<file path="src/twc_pkg.sv">
// Purpose: Shared constants and types for the three-wire control port host
// Assumes: 125 MHz system clock; host makes the bit clock by division
// Notes: Bits shift least significant first
// Notes on behaviour
// - Host opens each exchange with an 8-bit address while select is low.
// - Data bytes follow with select high; only the addressed device joins in.
// - An item transfer starts with its control byte, then whole bytes.
// - Host checks the ready flag before every item data byte; the host skips the check after control code 06 (coefficients).
// - No port use during device reset; re-initialise after every reset.
// - During reset select stays low, bit clock high, no transfers.
// - After reset release, pulse select high then low with clock high.
// - First transfer after that pulse is an address phase, select low.
// - First transfer to the device after reset is control write or status.
// - Control bytes need no polling; each new one replaces the last.
// - Data line is two-way; device drives it only in read data phases.
// - Write-control address is 01100010; other modes change the low two bits.
package twc_pkg;
   localparam int CLK_MHZ = 125;
   localparam int T_HALF_NS = 100;
   localparam int T_GAP_NS = 200;
   localparam int T_RESET_NS = 1000;
   localparam int HALF_CYC = (T_HALF_NS * CLK_MHZ + 999) / 1000;
   localparam int GAP_CYC = (T_GAP_NS * CLK_MHZ + 999) / 1000;
   localparam int RESET_CYC = (T_RESET_NS * CLK_MHZ + 999) / 1000;
   localparam int CNT_W = 8;
   localparam logic [5:0] ADDR_TOP = 6'h18;
   localparam logic [1:0] MODE_WITEM = 2'h0;
   localparam logic [1:0] MODE_RITEM = 2'h1;
   localparam logic [1:0] MODE_CTRL = 2'h2;
   localparam logic [1:0] MODE_STATUS = 2'h3;
   localparam logic [7:0] CODE_COEF = 8'h06;
   localparam int READY_BIT = 0;

   typedef enum logic [2:0] {
      TWC_CMD_CTRL = 3'h0,
      TWC_CMD_STATUS = 3'h1,
      TWC_CMD_WITEM = 3'h2,
      TWC_CMD_RITEM = 3'h3,
      TWC_CMD_RESET = 3'h4
   } twc_kind_type;

   typedef enum logic [2:0] {
      S_IDLE = 3'h0,
      S_ADDR = 3'h1,
      S_GAP = 3'h3,
      S_DATA = 3'h2,
      S_END = 3'h6,
      S_RESET = 3'h7,
      S_INIT_HI = 3'h5,
      S_INIT_LO = 3'h4
   } twc_state_type;

   typedef struct packed {
      twc_kind_type kind;
      logic [7:0] data;
   } twc_cmd_type;

   typedef struct packed {
      logic err;
      logic [7:0] data;
   } twc_rsp_type;
endpackage
</file>
<file path="src/twc_host.sv">
// Purpose: Host controller driving a three-wire serial control port
// Assumes: Bit clock derived here by division; data line input is asynchronous
// Notes: Item commands poll status first unless coefficients are being written
`timescale 1ns/1ps
module twc_host
   import twc_pkg::*;
(
   input wire logic clock,
   input wire logic rst,
   input wire logic cmd_valid,
   input wire twc_cmd_type cmd,
   output logic cmd_ready,
   output logic rsp_valid,
   output twc_rsp_type rsp,
   output logic dev_reset,
   output logic ctl_bit_clock,
   output logic addr_data_select,
   input wire logic ctl_serial_data_i,
   output logic ctl_serial_data_o,
   output logic ctl_serial_data_oe
);

   // ==========================================================
   // Decoding helpers
   function automatic logic is_read(input logic [1:0] m);
      is_read = m[0];
   endfunction

   function automatic logic [1:0] kind_mode(input twc_kind_type k);
      case (k)
         TWC_CMD_CTRL: kind_mode = MODE_CTRL;
         TWC_CMD_STATUS: kind_mode = MODE_STATUS;
         TWC_CMD_WITEM: kind_mode = MODE_WITEM;
         default: kind_mode = MODE_RITEM;
      endcase
   endfunction

   function automatic logic is_item(input twc_kind_type k);
      is_item = (k == TWC_CMD_WITEM) || (k == TWC_CMD_RITEM);
   endfunction

   // ==========================================================
   // Declarations
   twc_state_type state_q, state_d;
   logic [CNT_W-1:0] cnt_q, cnt_d;
   logic [2:0] bit_q, bit_d;
   logic [7:0] shift_q, byte_q;
   logic [1:0] mode_q, item_mode_q, first_mode;
   logic poll_q, ctrl_done_q, nopoll_q, clk_q, sel_q, oe_q, rdy_q, dev_rst_q;
   logic din_m_q, din_s_q;
   logic rsp_valid_q;
   twc_rsp_type rsp_q;
   logic take, refuse, tick, shifting, bit_end, byte_end, poll_again, go_poll;

   assign take = cmd_valid && rdy_q;
   // Item bytes before any control byte would confuse the port
   assign refuse = take && is_item(cmd.kind) && !ctrl_done_q;
   assign go_poll = is_item(cmd.kind) && !nopoll_q;
   assign first_mode = go_poll ? MODE_STATUS : kind_mode(cmd.kind);
   assign tick = (cnt_q == '0);
   assign shifting = (state_q == S_ADDR) || (state_q == S_DATA);
   assign bit_end = shifting && clk_q && tick;
   assign byte_end = bit_end && (bit_q == 3'h7);
   assign poll_again = poll_q && !shift_q[READY_BIT];

   // ==========================================================
   // Pin input synchroniser
   always_ff @(posedge clock) begin
      if (rst) begin
         din_m_q <= 1'b0;
         din_s_q <= 1'b0;
      end else begin
         din_m_q <= ctl_serial_data_i;
         din_s_q <= din_m_q;
      end
   end

   // ==========================================================
   // Sequencer
   always_comb begin
      state_d = state_q;
      cnt_d = tick ? cnt_q : cnt_q - 1'b1;
      bit_d = bit_q;
      case (state_q)
         S_IDLE: begin
            if (take && cmd.kind == TWC_CMD_RESET) begin
               state_d = S_RESET;
               cnt_d = CNT_W'(RESET_CYC - 1);
            end else if (take && !refuse) begin
               state_d = S_ADDR;
               cnt_d = CNT_W'(HALF_CYC - 1);
               bit_d = 3'h0;
            end
         end
         S_RESET: begin
            if (tick) begin
               state_d = S_INIT_HI;
               cnt_d = CNT_W'(GAP_CYC - 1);
            end
         end
         S_INIT_HI: begin
            if (tick) begin
               state_d = S_INIT_LO;
               cnt_d = CNT_W'(GAP_CYC - 1);
            end
         end
         S_INIT_LO: begin
            if (tick) begin
               state_d = S_IDLE;
            end
         end
         S_ADDR, S_DATA: begin
            if (tick) begin
               cnt_d = CNT_W'(HALF_CYC - 1);
               if (bit_end) begin
                  bit_d = bit_q + 3'h1;
               end
               if (byte_end) begin
                  state_d = (state_q == S_ADDR) ? S_GAP : S_END;
                  cnt_d = CNT_W'(GAP_CYC - 1);
               end
            end
         end
         S_GAP: begin
            if (tick) begin
               state_d = S_DATA;
               cnt_d = CNT_W'(HALF_CYC - 1);
               bit_d = 3'h0;
            end
         end
         S_END: begin
            if (tick) begin
               cnt_d = CNT_W'(GAP_CYC - 1);
               if (poll_again) begin
                  state_d = S_GAP;
               end else if (poll_q) begin
                  state_d = S_ADDR;
                  cnt_d = CNT_W'(HALF_CYC - 1);
                  bit_d = 3'h0;
               end else begin
                  state_d = S_IDLE;
               end
            end
         end
         default: state_d = S_IDLE;
      endcase
   end

   always_ff @(posedge clock) begin
      if (rst) begin
         state_q <= S_RESET;
         cnt_q <= CNT_W'(RESET_CYC - 1);
         bit_q <= 3'h0;
      end else begin
         state_q <= state_d;
         cnt_q <= cnt_d;
         bit_q <= bit_d;
      end
   end

   // ==========================================================
   // Mode and command hold
   always_ff @(posedge clock) begin
      if (rst) begin
         mode_q <= MODE_CTRL;
         item_mode_q <= MODE_WITEM;
         poll_q <= 1'b0;
         byte_q <= 8'h00;
      end else if (state_q == S_IDLE && take && !refuse) begin
         mode_q <= first_mode;
         item_mode_q <= kind_mode(cmd.kind);
         poll_q <= go_poll;
         byte_q <= cmd.data;
      end else if (state_q == S_END && tick && poll_q && !poll_again) begin
         mode_q <= item_mode_q;
         poll_q <= 1'b0;
      end
   end

   // ==========================================================
   // Shift register: presents bit 0, takes the line into bit 7
   always_ff @(posedge clock) begin
      if (rst) begin
         shift_q <= 8'h00;
      end else if (state_q == S_IDLE && take) begin
         shift_q <= {ADDR_TOP, first_mode};
      end else if (state_q == S_END && tick && poll_q && !poll_again) begin
         shift_q <= {ADDR_TOP, item_mode_q};
      end else if (state_q == S_GAP && tick) begin
         shift_q <= byte_q;
      end else if (bit_end) begin
         shift_q <= {din_s_q, shift_q[7:1]};
      end
   end

   // ==========================================================
   // Link pins
   always_ff @(posedge clock) begin
      if (rst) begin
         clk_q <= 1'b1;
      end else if (state_d == S_ADDR || state_d == S_DATA) begin
         if (state_q != state_d) begin
            clk_q <= 1'b0;
         end else if (tick) begin
            clk_q <= !clk_q || byte_end;
         end
      end else begin
         clk_q <= 1'b1;
      end
   end

   always_ff @(posedge clock) begin
      if (rst) begin
         sel_q <= 1'b0;
         oe_q <= 1'b0;
         dev_rst_q <= 1'b1;
      end else begin
         // Select stays high between repeated status reads, so no new address
         sel_q <= (state_d == S_GAP) || (state_d == S_DATA) || (state_d == S_INIT_HI)
            || (state_d == S_END && poll_q && state_q == S_END && poll_again)
            || (state_d == S_END && state_q == S_DATA && poll_q && !shift_q[1]);
         oe_q <= (state_d == S_ADDR) || (state_d == S_DATA && !is_read(mode_q));
         dev_rst_q <= (state_d == S_RESET);
      end
   end

   // ==========================================================
   // Control tracking and user side
   always_ff @(posedge clock) begin
      if (rst || state_q == S_RESET) begin
         ctrl_done_q <= 1'b0;
         nopoll_q <= 1'b0;
      end else if (state_q == S_DATA && byte_end && mode_q == MODE_CTRL) begin
         ctrl_done_q <= 1'b1;
         // Coefficient writes skip polling; any other code restores it
         nopoll_q <= (byte_q == CODE_COEF);
      end
   end

   always_ff @(posedge clock) begin
      if (rst) begin
         rdy_q <= 1'b0;
         rsp_valid_q <= 1'b0;
         rsp_q <= '0;
      end else begin
         rdy_q <= (state_d == S_IDLE);
         rsp_valid_q <= refuse || (state_q == S_END && tick && !poll_q);
         if (refuse) begin
            rsp_q <= '{err: 1'b1, data: 8'h00};
         end else begin
            rsp_q <= '{err: 1'b0, data: is_read(mode_q) ? shift_q : 8'h00};
         end
      end
   end

   assign cmd_ready = rdy_q;
   assign rsp_valid = rsp_valid_q;
   assign rsp = rsp_q;
   assign dev_reset = dev_rst_q;
   assign ctl_bit_clock = clk_q;
   assign addr_data_select = sel_q;
   assign ctl_serial_data_o = shift_q[0];
   assign ctl_serial_data_oe = oe_q;

   // ==========================================================
   // Assertions
   property p_rst_pins;
      @(posedge clock) disable iff (rst) dev_rst_q |-> !sel_q && clk_q && !oe_q;
   endproperty
   a_rst_pins: assert property (p_rst_pins) else $error("pins active in reset");

   property p_no_use_in_reset;
      @(posedge clock) disable iff (rst) dev_rst_q |-> !rdy_q;
   endproperty
   a_no_use_in_reset: assert property (p_no_use_in_reset) else $error("ready in reset");

   property p_init_pulse;
      @(posedge clock) disable iff (rst) $fell(dev_rst_q) |-> sel_q && clk_q;
   endproperty
   a_init_pulse: assert property (p_init_pulse) else $error("no select pulse");

   property p_addr_low;
      @(posedge clock) disable iff (rst) (state_q == S_ADDR) |-> !sel_q && oe_q;
   endproperty
   a_addr_low: assert property (p_addr_low) else $error("address with select high");

   property p_addr_value;
      @(posedge clock) disable iff (rst)
         (state_q == S_ADDR && bit_q == 3'h0) |-> shift_q[7:2] == ADDR_TOP;
   endproperty
   a_addr_value: assert property (p_addr_value) else $error("bad address");

   property p_data_high;
      @(posedge clock) disable iff (rst) (state_q == S_DATA) |-> sel_q;
   endproperty
   a_data_high: assert property (p_data_high) else $error("data with select low");

   property p_read_release;
      @(posedge clock) disable iff (rst) (state_q == S_DATA && is_read(mode_q)) |-> !oe_q;
   endproperty
   a_read_release: assert property (p_read_release) else $error("drove read phase");

   property p_item_after_ctrl;
      @(posedge clock) disable iff (rst)
         (state_q == S_DATA && !mode_q[1]) |-> ctrl_done_q;
   endproperty
   a_item_after_ctrl: assert property (p_item_after_ctrl) else $error("item first");

   property p_ctrl_no_poll;
      @(posedge clock) disable iff (rst) (state_q == S_DATA && mode_q == MODE_CTRL) |-> !poll_q;
   endproperty
   a_ctrl_no_poll: assert property (p_ctrl_no_poll) else $error("polled control");

   property p_poll_ready;
      @(posedge clock) disable iff (rst)
         (state_q == S_END && tick && poll_q && shift_q[READY_BIT]) |=> state_q == S_ADDR;
   endproperty
   a_poll_ready: assert property (p_poll_ready) else $error("ready ignored");

   property p_byte_time;
      @(posedge clock) disable iff (rst)
         $rose(state_q == S_DATA) |-> ##[200:220] (state_q == S_END);
   endproperty
   a_byte_time: assert property (p_byte_time) else $error("byte length wrong");

   c_reset_seq: cover property (@(posedge clock) $fell(dev_rst_q) ##[1:60] rdy_q);
   c_poll_retry: cover property (@(posedge clock) state_q == S_END ##1 state_q == S_GAP);
   c_item_read: cover property (@(posedge clock) rsp_valid_q && !rsp_q.err && mode_q == MODE_RITEM);
endmodule

</file>
<file path="config.mk">
export PLATFORM = sky130hd
export DESIGN_NAME = twc_host
export DESIGN_NICKNAME = d
export VERILOG_FILES = /design/src/twc_pkg.sv /design/src/twc_host.sv
export SDC_FILE = /design/constraint.sdc
export NUM_CORES = 1
export LEC_CHECK = 0
export ABC_AREA = 1
export BUFFER_PORTS_ARGS = -buffer_cell sky130_fd_sc_hd__clkbuf_2
export CAP_MARGIN = 10
export CORE_MARGIN = 4
export CORE_UTILIZATION = 50
export DETAILED_ROUTE_END_ITERATION = 6
export MAX_ROUTING_LAYER = met4
export PLACE_DENSITY = 0.77
export SYNTH_ARGS = -nofsm -noshare
export SYNTH_HDL_FRONTEND = slang
export SYNTH_SLANG_ARGS = --single-unit
</file>
<file path="constraint.sdc">
create_clock -name clock -period 1.9 [get_ports clock]
set_clock_uncertainty 0.15 [all_clocks]
set_input_delay 0.38 -clock clock [delete_from_list [all_inputs] [get_ports clock]]
set_output_delay 0.38 -clock clock [all_outputs]
set_load 0.01 [all_outputs]
</file>
* Yosys cells after proc, flatten, opt, wreduce, memory -nomap -nowiden *
Index checks and enable logic that the tools add are counted.

cells by class
  equal/unequal tests = 29
  reductions and logical operators = 61
  $add $sub $neg = 2
  muxes and demuxes = 47
  bitwise operators = 2

operators with widths
  cell                                               number
  2-to-1 mux 8 bit                                   10
  2-to-1 mux 3 bit                                   18
  one-hot mux 8 bit (5 select lines)                 1
  == test 3 bit (second input constant)              9
  logical AND 1 bit                                  26
  one-hot mux 3 bit (7 select lines)                 1
  == test 3 x 2 -> 1 bit (second input constant)     6
  inequality test 2 bit (second input constant)      8
  2-to-1 mux 5 bit                                   3
  2-to-1 mux 7 bit                                   2
  one-hot mux 3 bit (4 select lines)                 1
  logical OR 1 bit                                   11
  == test 3 x 1 -> 1 bit (second input constant)     3
  logical NOT 1 bit                                  9
  logical NOT 3 bit                                  3
  2-to-1 mux 9 bit                                   1
  AND reduction 9 bit                                1
  == test 8 x 3 -> 1 bit (second input constant)     1
  logical NOT 8 bit                                  1
  2-to-1 mux 2 bit                                   4
  nonzero test 4 bit                                 2
  subtractor 8 x 1 -> 8 bit (second input constant)  1
  one-hot mux 2 bit (3 select lines)                 1
  nonzero test 2 bit                                 3
  other kinds (7)                                    15

word-level totals
  input bits = 15
  logic and storage cells = 162
  flip-flop bits (word level) = 54

* Longest topological paths before layout *
Gate-level depths: netlist (run 1).

  depth in word-level cells = 15
  mapped depth = 14

* Worst setup path after synthesis (run 1) *
OpenSTA, ideal clock, no wires.

  path kind = reg-to-reg
  from = register cnt_q[0]
  to = register clk_q, in the netlist ctl_bit_clock
  arrival = 1.516 ns
  stages on the path, launching flop included = 13
  setup time = 0.113 ns
  path slack = 0.120 ns
  required time = 1.637 ns
  cells stage by stage = dfxtp_1 -> inv_1 -> ha_1 -> nand3_2 -> nor2_8 -> buf_6 -> nand2_4 -> nand3_2 -> nor2_4 -> nor2_4 -> nand2_2 -> a21oi_2 -> nand2_1

between the ends
  word-level cells in the longest chain between the ends = 10

RTL lines
  element                                                           RTL line         text
  from (decl)                                                       twc_host.sv:45   logic [CNT_W-1:0] cnt_q, cnt_d;
  from (signal assigned)                                            twc_host.sv:152  cnt_q <= CNT_W'(RESET_CYC - 1);
  from (signal assigned)                                            twc_host.sv:156  cnt_q <= cnt_d;
  logical NOT 8 bit *                                               twc_host.sv:60   assign tick = (cnt_q == '0);
  logical AND 1 bit                                                 twc_host.sv:62   assign bit_end = shifting && clk_q && tick;
  logical AND 1 bit                                                 twc_host.sv:63   assign byte_end = bit_end && (bit_q == 3'h7);
  2-to-1 mux 3 bit                                                  twc_host.sv:118  if (byte_end) begin
  2-to-1 mux 3 bit                                                  twc_host.sv:113  if (tick) begin
  one-hot mux 3 bit (7 select lines)                                twc_host.sv:84   case (state_q)
  == test 3 x 1 -> 1 bit or == test 3 x 2 -> 1 bit (tied branches)  twc_host.sv:201  end else if (state_d == S_ADDR || state_d == S_DATA) begin
  logical OR 1 bit                                                  twc_host.sv:201
  inverter 1 bit (no source line)                                   -
  OR reduction 2 bit (no source line)                               -
  to (signal assigned)                                              twc_host.sv:205  clk_q <= !clk_q || byte_end;
  to (decl)                                                         twc_host.sv:49   logic poll_q, ctrl_done_q, nopoll_q, clk_q, sel_q, oe_q, rdy_q, dev_rst_q;

Mark *: on every way between the ends. The rest lies on a longest branch, timed or not. The select of a mux whose other input is x is not followed.
A chain may end at the register's enable or synchronous reset.

* Final worst setup path (run 1) *
  from = register cnt_q[1]
  to = register clk_q, in the netlist ctl_bit_clock

The elaborated chain is that of the path after synthesis.

==> results of run 1 <==
-- through the flow --
step           setup WS [ns]  std cells
6_report              0.0558        523
3_5_place_dp        -0.00481        513
2_1_floorplan          0.120        384
4_1_cts              0.00436        521
5_1_grt              -0.0615        523
3_3_place_gp          0.0656        513
-- repair_timing --
item	4_1_cts	5_1_grt
buffers inserted	0	1
endpoints found under the setup margin	5	34
hold endpoints to repair	0	0
pin swaps	1	10
resized for setup	4	15
hold buffers	0	0
cloned	0	1
-- layout by cell type (no fill, tap or decap), drive strengths merged --
cell type and n:
buf 39, inv 55, nand4 9, or2 1, nand3 34, o31ai 1, a21oi 20, nor2 64
o2111ai 3, a22oi 1, ha 4, nand3b 1, nor4 1, o41ai 1, clkinv 4, clkbuf 35
o21ai 27, xnor2 1, nor3 4, nand2 76, a211oi 1, dfxtp 54, o211ai 5, xor2 1
bufinv 1, a31oi 8
-- final cells by class --
| class | count | area, um^2 | share of cell area |
|---|---|---|---|
| clock buffers | 5 | 68.8 | 0.0195 |
| well taps | 72 | 90.1 | 0.0256 |
| flip-flops and latches | 54 | 1080 | 0.307 |
| multi-input cells | 263 | 1530 | 0.435 |
| inverters | 57 | 231 | 0.0656 |
| clock inverters | 3 | 47.5 | 0.0135 |
| repair buffers | 69 | 472 | 0.134 |
-- metal layers --
layer	track usage	vias up	share of wire
li1	-	1385	-
met1	0.277	1270	0.45
met2	0.351	83	0.47
met3	0.0395	12	0.059
met4	0.0541	0	0.017
met5	-	-	0
-- registers in the layout (all words and copies together) (netlist names) --
name                cells
addr_data_select        1
bit_q                   3
byte_q                  8
cmd_ready               1
cnt_q                   8
ctl_bit_clock           1
ctl_serial_data_oe      1
ctrl_done_q             1
dev_reset               1
din_m_q                 1
din_s_q                 1
item_mode_q             2
mode_q                  2
nopoll_q                1
poll_q                  1
rsp                     9
rsp_valid               1
shift_q                 8
state_q                 3
-- power by group through the flow --
stage | Sequential, mW | Clock (mW) | Combinational (mW)
2_1_floorplan | 1.20 | 0 | 0.230
3_3_place_gp | 1.20 | 0 | 0.331
3_5_place_dp | 1.20 | 0 | 0.341
4_1_cts | 1.17 | 0.815 | 0.344
5_1_grt | 1.18 | 0.859 | 0.409
6_report | 1.17 | 0.802 | 0.369
-- tightest hold or removal path, delay by kind of cell --
family / cells / cell delay (ns)
AND/OR/NAND/NOR: 1 / 0.03
buffers and inverters: 2 / 0.12
-- how the worst max path moves through the flow --
stage                                       end  slack (ns)  cells past startpoint
floorplan            ctl_bit_clock$_SDFFE_PP1P_        0.12                     12
global placement     ctl_bit_clock$_SDFFE_PP1P_        0.07                     12
detailed placement   ctl_bit_clock$_SDFFE_PP1P_      -0.005                     11
CTS                 addr_data_select$_SDFF_PP0_       0.004                     11
global route         ctl_bit_clock$_SDFFE_PP1P_       -0.06                     13
finish               ctl_bit_clock$_SDFFE_PP1P_        0.06                     11
-- cells by family (layout without fill, tap and decap cells) --
family          Yosys count  in the layout  synth area share
fa+ha+maj                 4              4            0.0175
buf+inv                  68            134             0.110
simple gates            189            190             0.351
flops                    54             54             0.377
compound gates           67             67             0.139
xor+xnor                  2              2           0.00611
==> qor.txt, run 1 <==
Tot GR Track Use -> 0.215
Total Negative Setup Slacks -> 0 ns
Startpoint Class -> register
Layout Area Growth over Synthesis -> 22.9%
Avg Vias per Cell -> 5.26
most frequent cells after synthesis -> nand2_1, dfxtp_1, nor2_1
CP Cell Sequence -> inv_2 > ha_4 > nand2_1 > nor2_2 > nand2_4 > a21oi_2 > nand3_2 > nand2_4 > nand2_2 > a21oi_2 > nand2_1
vias -> 2,750
Num CTS Buffers -> 5
Die W -> 83.7 um
Setup-failing EPs final -> 0
CP required -> 1.97 ns
CP startpoint -> cnt_q[1]$_SDFF_PP0_
Cell Area, Synth -> 2870 um^2
flip-flop and latch count after synthesis -> 54
crit path DAT -> 1.91 ns
DR WL/cell -> 13.7 um
H-tree depth -> 2
ratio of cells with drive above 1 in the final layout -> 0.306
TritonCTS Sinks -> 54
GPL Wtd Cong -> 0.967
initial DRC count -> 200
# rows -> 27
final hold slack -> 0.0980 ns
Sw Pwr -> 633 uW
Pwr Density -> 665 nW/um^2
die height -> 83.7 um
Die Area -> 7010 um^2
Mean Syn Cell Area -> 7.47 um^2
drt drc -> 0
number of I/O pins -> 31
VDD IR max -> 441 uV
Hold Crit Start -> ctl_serial_data_i
global route overflow -> 0
CP Class -> register to register
crit end category -> register
CP Max Fanout -> 7
Hold Path Sink -> din_m_q$_SDFF_PP0_
EDFF count, synth -> 0
nets@finish -> 469
Leakage -> 1.61 nW
clock-pin slew on the worst setup and hold paths -> 0.10 ns
Buf/Inv on CP -> 1
Hold WC Path Type -> primary input to register
worst-margin pin slew -> 0.398 ns
worst reg-to-reg setup slack -> 0.06 ns
cell area after layout -> 3530 um^2
RR Endpoint -> ctl_bit_clock$_SDFFE_PP1P_
dominant synthesized flop cell -> dfxtp_1
dominant cell type by area after synthesis -> dfxtp_1
worst hold stages -> 3
Core ar. -> 5540 um^2
Int Power -> 1.71 mW
Synth Warn # -> 0
RSZ-0062 raised after global routing -> true
Root Buffer -> clkbuf_8
post-synthesis sequential area ratio -> 0.377
Mapped Nets -> 403
Fillers -> 519
synth top area cells -> dfxtp_1, nand2_1, nor2_1, inv_1, nand3_1
CTS tree -> done
Syn Inst Count -> 384
Detailed Place HPWL -> 5.45 mm
Final Util -> 0.636
Crit path largest cell delay -> 0.32 ns
share of the synthesized area in the top cell type -> 0.377
antenna cells -> 0
Register-to-Register Path Depth -> 11
vias in the first global route -> 2,580
part of the power in combinational logic -> 0.157
Clock Latency Late Sink -> 0.31 ns
Starting Density -> 0.518
maximum clock frequency -> 542 MHz
fin crit period -> 1.84 ns
final worst path period share -> 0.971
placed cell area -> 3330 um^2
number of antenna violations at the first check in global routing -> 0
Hold Fails Final Rpt -> 0
Clk pwr share -> 0.342
first-pass GRT wire length -> 12.1 mm
CP max-delay cell -> dfxtp_1
Reg2Reg Launch Point -> cnt_q[1]$_SDFF_PP0_
largest net degree at the start of global routing -> 19
total power -> 2.35 mW
number of port buffers -> 30
count leader, synth -> nand2_1
First-pass DRT Iterations -> 4
Slew HR -> 0.733
status -> finished clean
Final ANT Viol Nets -> 0
Sw Ratio -> 0.270
count of cell types in the netlist -> 40
total wire length -> 7.18 mm
CP delay by family, top -> simple AND/OR/NAND/NOR gates
maxcap violations -> 0
asr flop ratio synth -> 0
max-slew violation count -> 0
sequential share of power -> 0.501
Max clock buf depth -> 2
Note: power is estimated with default switching activity, not from simulation.
==> run 2: changes to the inputs <==
Settings changed: SETUP_SLACK_MARGIN set to 0.1.
==> qor.txt, run 2 (same netlist as run 1, synthesis figures left out) <==
Die Area -> 7010 um^2
fin crit period -> 1.88 ns
sequential share of power -> 0.492
Tot GR Track Use -> 0.219
final std cells w/o fill -> 536
Crit path largest cell delay -> 0.34 ns
Leakage -> 1.68 nW
first-pass GRT wire length -> 12.3 mm
Max clock buf depth -> 2
CP max-delay cell -> dfxtp_2
commonest non-fill, non-tap cell in the layout -> nand2_1
Slew HR -> 0.749
Sw Pwr -> 655 uW
maxcap violations -> 0
GPL Wtd Cong -> 0.967
CP Class -> register to register
number of antenna violations at the first check in global routing -> 0
total wire length -> 7.57 mm
Clock Latency Late Sink -> 0.31 ns
Root Buffer -> clkbuf_8
Total Negative Setup Slacks -> 0 ns
Hold Fails Final Rpt -> 0
TritonCTS Sinks -> 54
First-pass DRT Iterations -> 5
Hold WC Path Type -> primary input to register
H-tree depth -> 2
Register-to-Register Path Depth -> 13
Int Power -> 1.73 mW
crit path DAT -> 1.95 ns
die height -> 83.7 um
worst-margin pin slew -> 0.377 ns
CP Max Fanout -> 4
clock-pin slew on the worst setup and hold paths -> 0.10 ns
# rows -> 27
ratio of cells with drive above 1 in the final layout -> 0.349
Placed Instances -> 513
Sw Ratio -> 0.274
# hold bufs at CTS -> 0
Detailed Place HPWL -> 5.45 mm
RSZ-0062 raised after global routing -> true
vias -> 2,819
most frequent cells in the layout -> nand2_1, nor2_1, dfxtp_1
Layout Area Growth over Synthesis -> 28.4%
number of I/O pins -> 31
number of port buffers -> 30
Final ANT Viol Nets -> 0
status -> finished clean
Startpoint Class -> register
drt drc -> 0
Core ar. -> 5540 um^2
CP required -> 1.97 ns
Pwr Density -> 649 nW/um^2
crit end category -> register
Starting Density -> 0.518
Num CTS Buffers -> 5
nets@finish -> 482
largest net degree at the start of global routing -> 19
part of the power in combinational logic -> 0.173
Die W -> 83.7 um
maximum clock frequency -> 532 MHz
Avg Vias per Cell -> 5.26
CP Cell Sequence -> inv_2 > ha_4 > nand3_4 > buf_4 > nor2_4 > buf_4 > a21oi_2 > nand3_1 > nand2_2 > nand3_4 > nor2_2 > nor2_1 > nor2_1
Largest register FFs -> 9
Setup-failing EPs final -> 0
initial DRC count -> 211
VDD IR max -> 443 uV
final worst path period share -> 0.990
max-slew violation count -> 0
DR WL/cell -> 14.1 um
CTS tree -> done
vias in the first global route -> 2,618
antenna cells -> 0
Clk pwr share -> 0.335
global route overflow -> 0
worst hold stages -> 3
==> run 2: cell types whose count changed in the layout (fill, tap and decap cells not counted), sizes merged <==
cell	previous run	this run
buf	39	52
==> run 2: per-layer routing <==
| layer | routed length (um) | global-route usage | vias to the layer above |
|---|---|---|---|
| met4 | 99 | 0.0512 | 0 |
| li1 | - | - | 1412 |
| met2 | 3730 | 0.359 | 89 |
| met5 | 0 | - | - |
| met1 | 3350 | 0.282 | 1310 |
| met3 | 392 | 0.0375 | 8 |
==> run 2: what timing repair did <==
item                                    CTS  global route
buffers inserted                          6             8
hold endpoints to repair                  0             0
endpoints found under the setup margin   22            28
pin swaps                                11            18
gates cloned                              1             0
gates resized for setup                  16            21
==> run 2: worst max-delay path, delay by kind of cell, from the launching register on <==
family,cells,cell delay [ns]
AOI/OAI and AO/OA,1,0.04
and+or+nand+nor,8,0.74
buffers and inverters,3,0.37
adders and majority gates,1,0.16
DFF,1,0.34
==> run 2: final timing paths <==
check,start,endpoint,slack [ns]
worst max register to register,cnt_q[0]$_SDFF_PP0_,addr_data_select$_SDFF_PP0_,0.02
worst max-delay path,cnt_q[0]$_SDFF_PP0_,addr_data_select$_SDFF_PP0_,0.02
worst min register to register,din_m_q$_SDFF_PP0_,din_s_q$_SDFF_PP0_,0.26
worst min-delay path,ctl_serial_data_i,din_m_q$_SDFF_PP0_,0.10
==> run 2: power by group through the flow <==
stage               sequential, mW  combinational, mW  clock [mW]
floorplan                     1.20              0.230           0
global placement              1.20              0.331           0
detailed placement            1.20              0.341           0
CTS                           1.17              0.374       0.815
global route                  1.18              0.449       0.863
finish                        1.18              0.412       0.801
==> run 2: final cells by class <==
type	instances	area (um^2)
sequential	54	1090
clock inverter	3	47.5
timing repair buffer	82	577
tap	72	90.1
inverter	57	231
clock buffer	5	68.8
fill	482	1860
multi-input combinational	263	1580
==> run 2: through the flow <==
stage | power (mW) | hold WS (ns) | instance area, um^2 | utilization | setup WS, ns
floorplan | 1.43 | 0.238 | 2870 | - | 0.120
global placement | 1.53 | 0.241 | 3330 | 0.601 | 0.0656
detailed placement | 1.54 | 0.257 | 3330 | 0.601 | -0.00481
CTS | 2.36 | 0.0987 | 3550 | 0.642 | 0.0967
global route | 2.49 | 0.133 | 3680 | 0.665 | -0.0523
finish | 2.39 | 0.103 | 3680 | 0.665 | 0.0196
==> run 3: changes to the inputs <==
Settings changed: MAX_ROUTING_LAYER met4 to unset.
==> qor.txt, run 3 (same netlist as run 1, synthesis figures left out) <==
CP Cell Sequence -> inv_2 > ha_4 > nand3_4 > nor2_8 > nand3_4 > nor2_4 > nand2_1 > nand2_1 > nand2_2 > inv_2 > nand2_1 > nor2_1 > nor2_1
first-pass GRT wire length -> 11.9 mm
Slew HR -> 0.735
Clock Latency Late Sink -> 0.32 ns
TritonCTS Sinks -> 54
CP Max Fanout -> 5
Pwr Density -> 659 nW/um^2
Register-to-Register Path Depth -> 13
H-tree depth -> 2
global route overflow -> 0
Tot GR Track Use -> 0.206
RR Endpoint -> addr_data_select$_SDFF_PP0_
GPL Wtd Cong -> 0.933
Setup-failing EPs final -> 0
VDD IR max -> 441 uV
Hold Fails Final Rpt -> 0
ratio of cells with drive above 1 in the final layout -> 0.332
Sw Ratio -> 0.275
CP Class -> register to register
Largest register FFs -> 9
Sw Pwr -> 650 uW
crit end category -> register
antenna cells -> 0
vias in the first global route -> 2,524
final worst path period share -> 0.985
# rows -> 27
number of port buffers -> 30
final hold slack -> 0.0785 ns
Fillers -> 465
Num CTS Buffers -> 5
Starting Density -> 0.518
Max clock buf depth -> 2
die height -> 83.7 um
total power -> 2.36 mW
Reg2Reg Launch Point -> cnt_q[0]$_SDFF_PP0_
clock-pin slew on the worst setup and hold paths -> 0.10 ns
met2 WL -> 3.33 mm
# hold bufs at CTS -> 0
Leakage -> 1.62 nW
Layout Area Growth over Synthesis -> 25.2%
Root Buffer -> clkbuf_8
CP max-delay cell -> dfxtp_1
commonest non-fill, non-tap cell in the layout -> nand2_1
CP startpoint -> cnt_q[0]$_SDFF_PP0_
largest net degree at the start of global routing -> 19
Core ar. -> 5540 um^2
worst reg-to-reg setup slack -> 0.03 ns
Hold WC Path Type -> primary input to register
vias -> 2,742
met3 routed WL -> 372 um
part of the power in combinational logic -> 0.159
CTS tree -> done
worst-margin pin slew -> 0.395 ns
Avg Vias per Cell -> 5.23
Die W -> 83.7 um
CP required -> 1.98 ns
status -> finished clean
maxcap violations -> 0
Detailed Place HPWL -> 5.24 mm
flip-flop and latch area -> 1090 um^2
Worst path most repeated cell -> nand2_1
number of antenna violations at the first check in global routing -> 0
Int Power -> 1.72 mW
area occupied by multi-input gates -> 1590 um^2
Clk pwr share -> 0.345
Startpoint Class -> register
RSZ-0062 raised after global routing -> true
Critical Path End -> addr_data_select$_SDFF_PP0_
sequential share of power -> 0.497
nets@finish -> 470
Final ANT Viol Nets -> 0
initial DRC count -> 160
total wire length -> 7.12 mm
M1 WL -> 3.24 mm
crit path DAT -> 1.95 ns
maximum clock frequency -> 534 MHz
Die Area -> 7010 um^2
fin crit period -> 1.87 ns
drt drc -> 0
DR top layer -> met4
most frequent cells in the layout -> nand2_1, nor2_1, dfxtp_1
Crit path largest cell delay -> 0.32 ns
DR WL/cell -> 13.6 um
max-slew violation count -> 0
number of I/O pins -> 31
First-pass DRT Iterations -> 4
run 3: layer usage:
metal / vias to the layer above / GRT usage
li1: 1393 / -
met1: 1243 / 0.271
met2: 89 / 0.345
met3: 17 / 0.0296
met4: 0 / 0.0702
met5: - / 0
run 3: worst min path at each step:
stage / to / slack, ns / from / cells after the start
3_3_place_gp: din_s_q$_SDFF_PP0_ / 0.24 / din_m_q$_SDFF_PP0_ / 2
3_5_place_dp: din_s_q$_SDFF_PP0_ / 0.25 / din_m_q$_SDFF_PP0_ / 2
4_1_cts: din_m_q$_SDFF_PP0_ / 0.08 / ctl_serial_data_i / 3
5_1_grt: din_m_q$_SDFF_PP0_ / 0.1 / ctl_serial_data_i / 3
2_1_floorplan: din_s_q$_SDFF_PP0_ / 0.24 / din_m_q$_SDFF_PP0_ / 2
6_report: din_m_q$_SDFF_PP0_ / 0.08 / ctl_serial_data_i / 3
run 3: area by class of cell:
cell class                      count  share of cell area
Sequential cell                    54               0.303
Timing Repair Buffer               70               0.132
Clock inverter                      3              0.0136
Multi-Input combinational cell    263               0.442
Tap cell                           72              0.0251
Clock buffer                        5              0.0192
Inverter                           57              0.0652
run 3: worst max-delay path: cells and delay by family, from the launching register on:
kind                     cells  cell delay [ns]
buffers and inverters        2             0.16
AND/OR/NAND/NOR             10             0.97
adder cells (fa/ha/maj)      1             0.17
flip-flops                   1             0.32
run 3: timing repair:
item,4_1_cts,5_1_grt
pin swaps,9,15
cloned,1,0
hold endpoints to repair,0,0
resized for setup,12,27
setup endpoints to repair,17,18
setup buffers,4,4
run 3: metrics by stage:
| stage | util | worst slack, ns | instances | TNS, ns | instance area [um^2] |
|---|---|---|---|---|---|
| final | 0.648 | 0.0286 | 524 | 0 | 3590 |
| after CTS | 0.627 | 0.114 | 520 | 0 | 3470 |
| after floorplan | - | 0.120 | 384 | 0 | 2870 |
| after global placement | 0.590 | 0.0541 | 507 | 0 | 3270 |
| after global routing | 0.648 | -0.0972 | 524 | -0.245 | 3590 |
| after detailed placement | 0.590 | -0.0246 | 507 | -0.0335 | 3270 |
run 3: power by group through the flow:
stage | combinational, mW | sequential (mW) | clock (mW)
2_1_floorplan | 0.230 | 1.20 | 0
3_3_place_gp | 0.321 | 1.20 | 0
3_5_place_dp | 0.330 | 1.20 | 0
4_1_cts | 0.357 | 1.17 | 0.824
5_1_grt | 0.415 | 1.18 | 0.870
6_report | 0.376 | 1.17 | 0.815
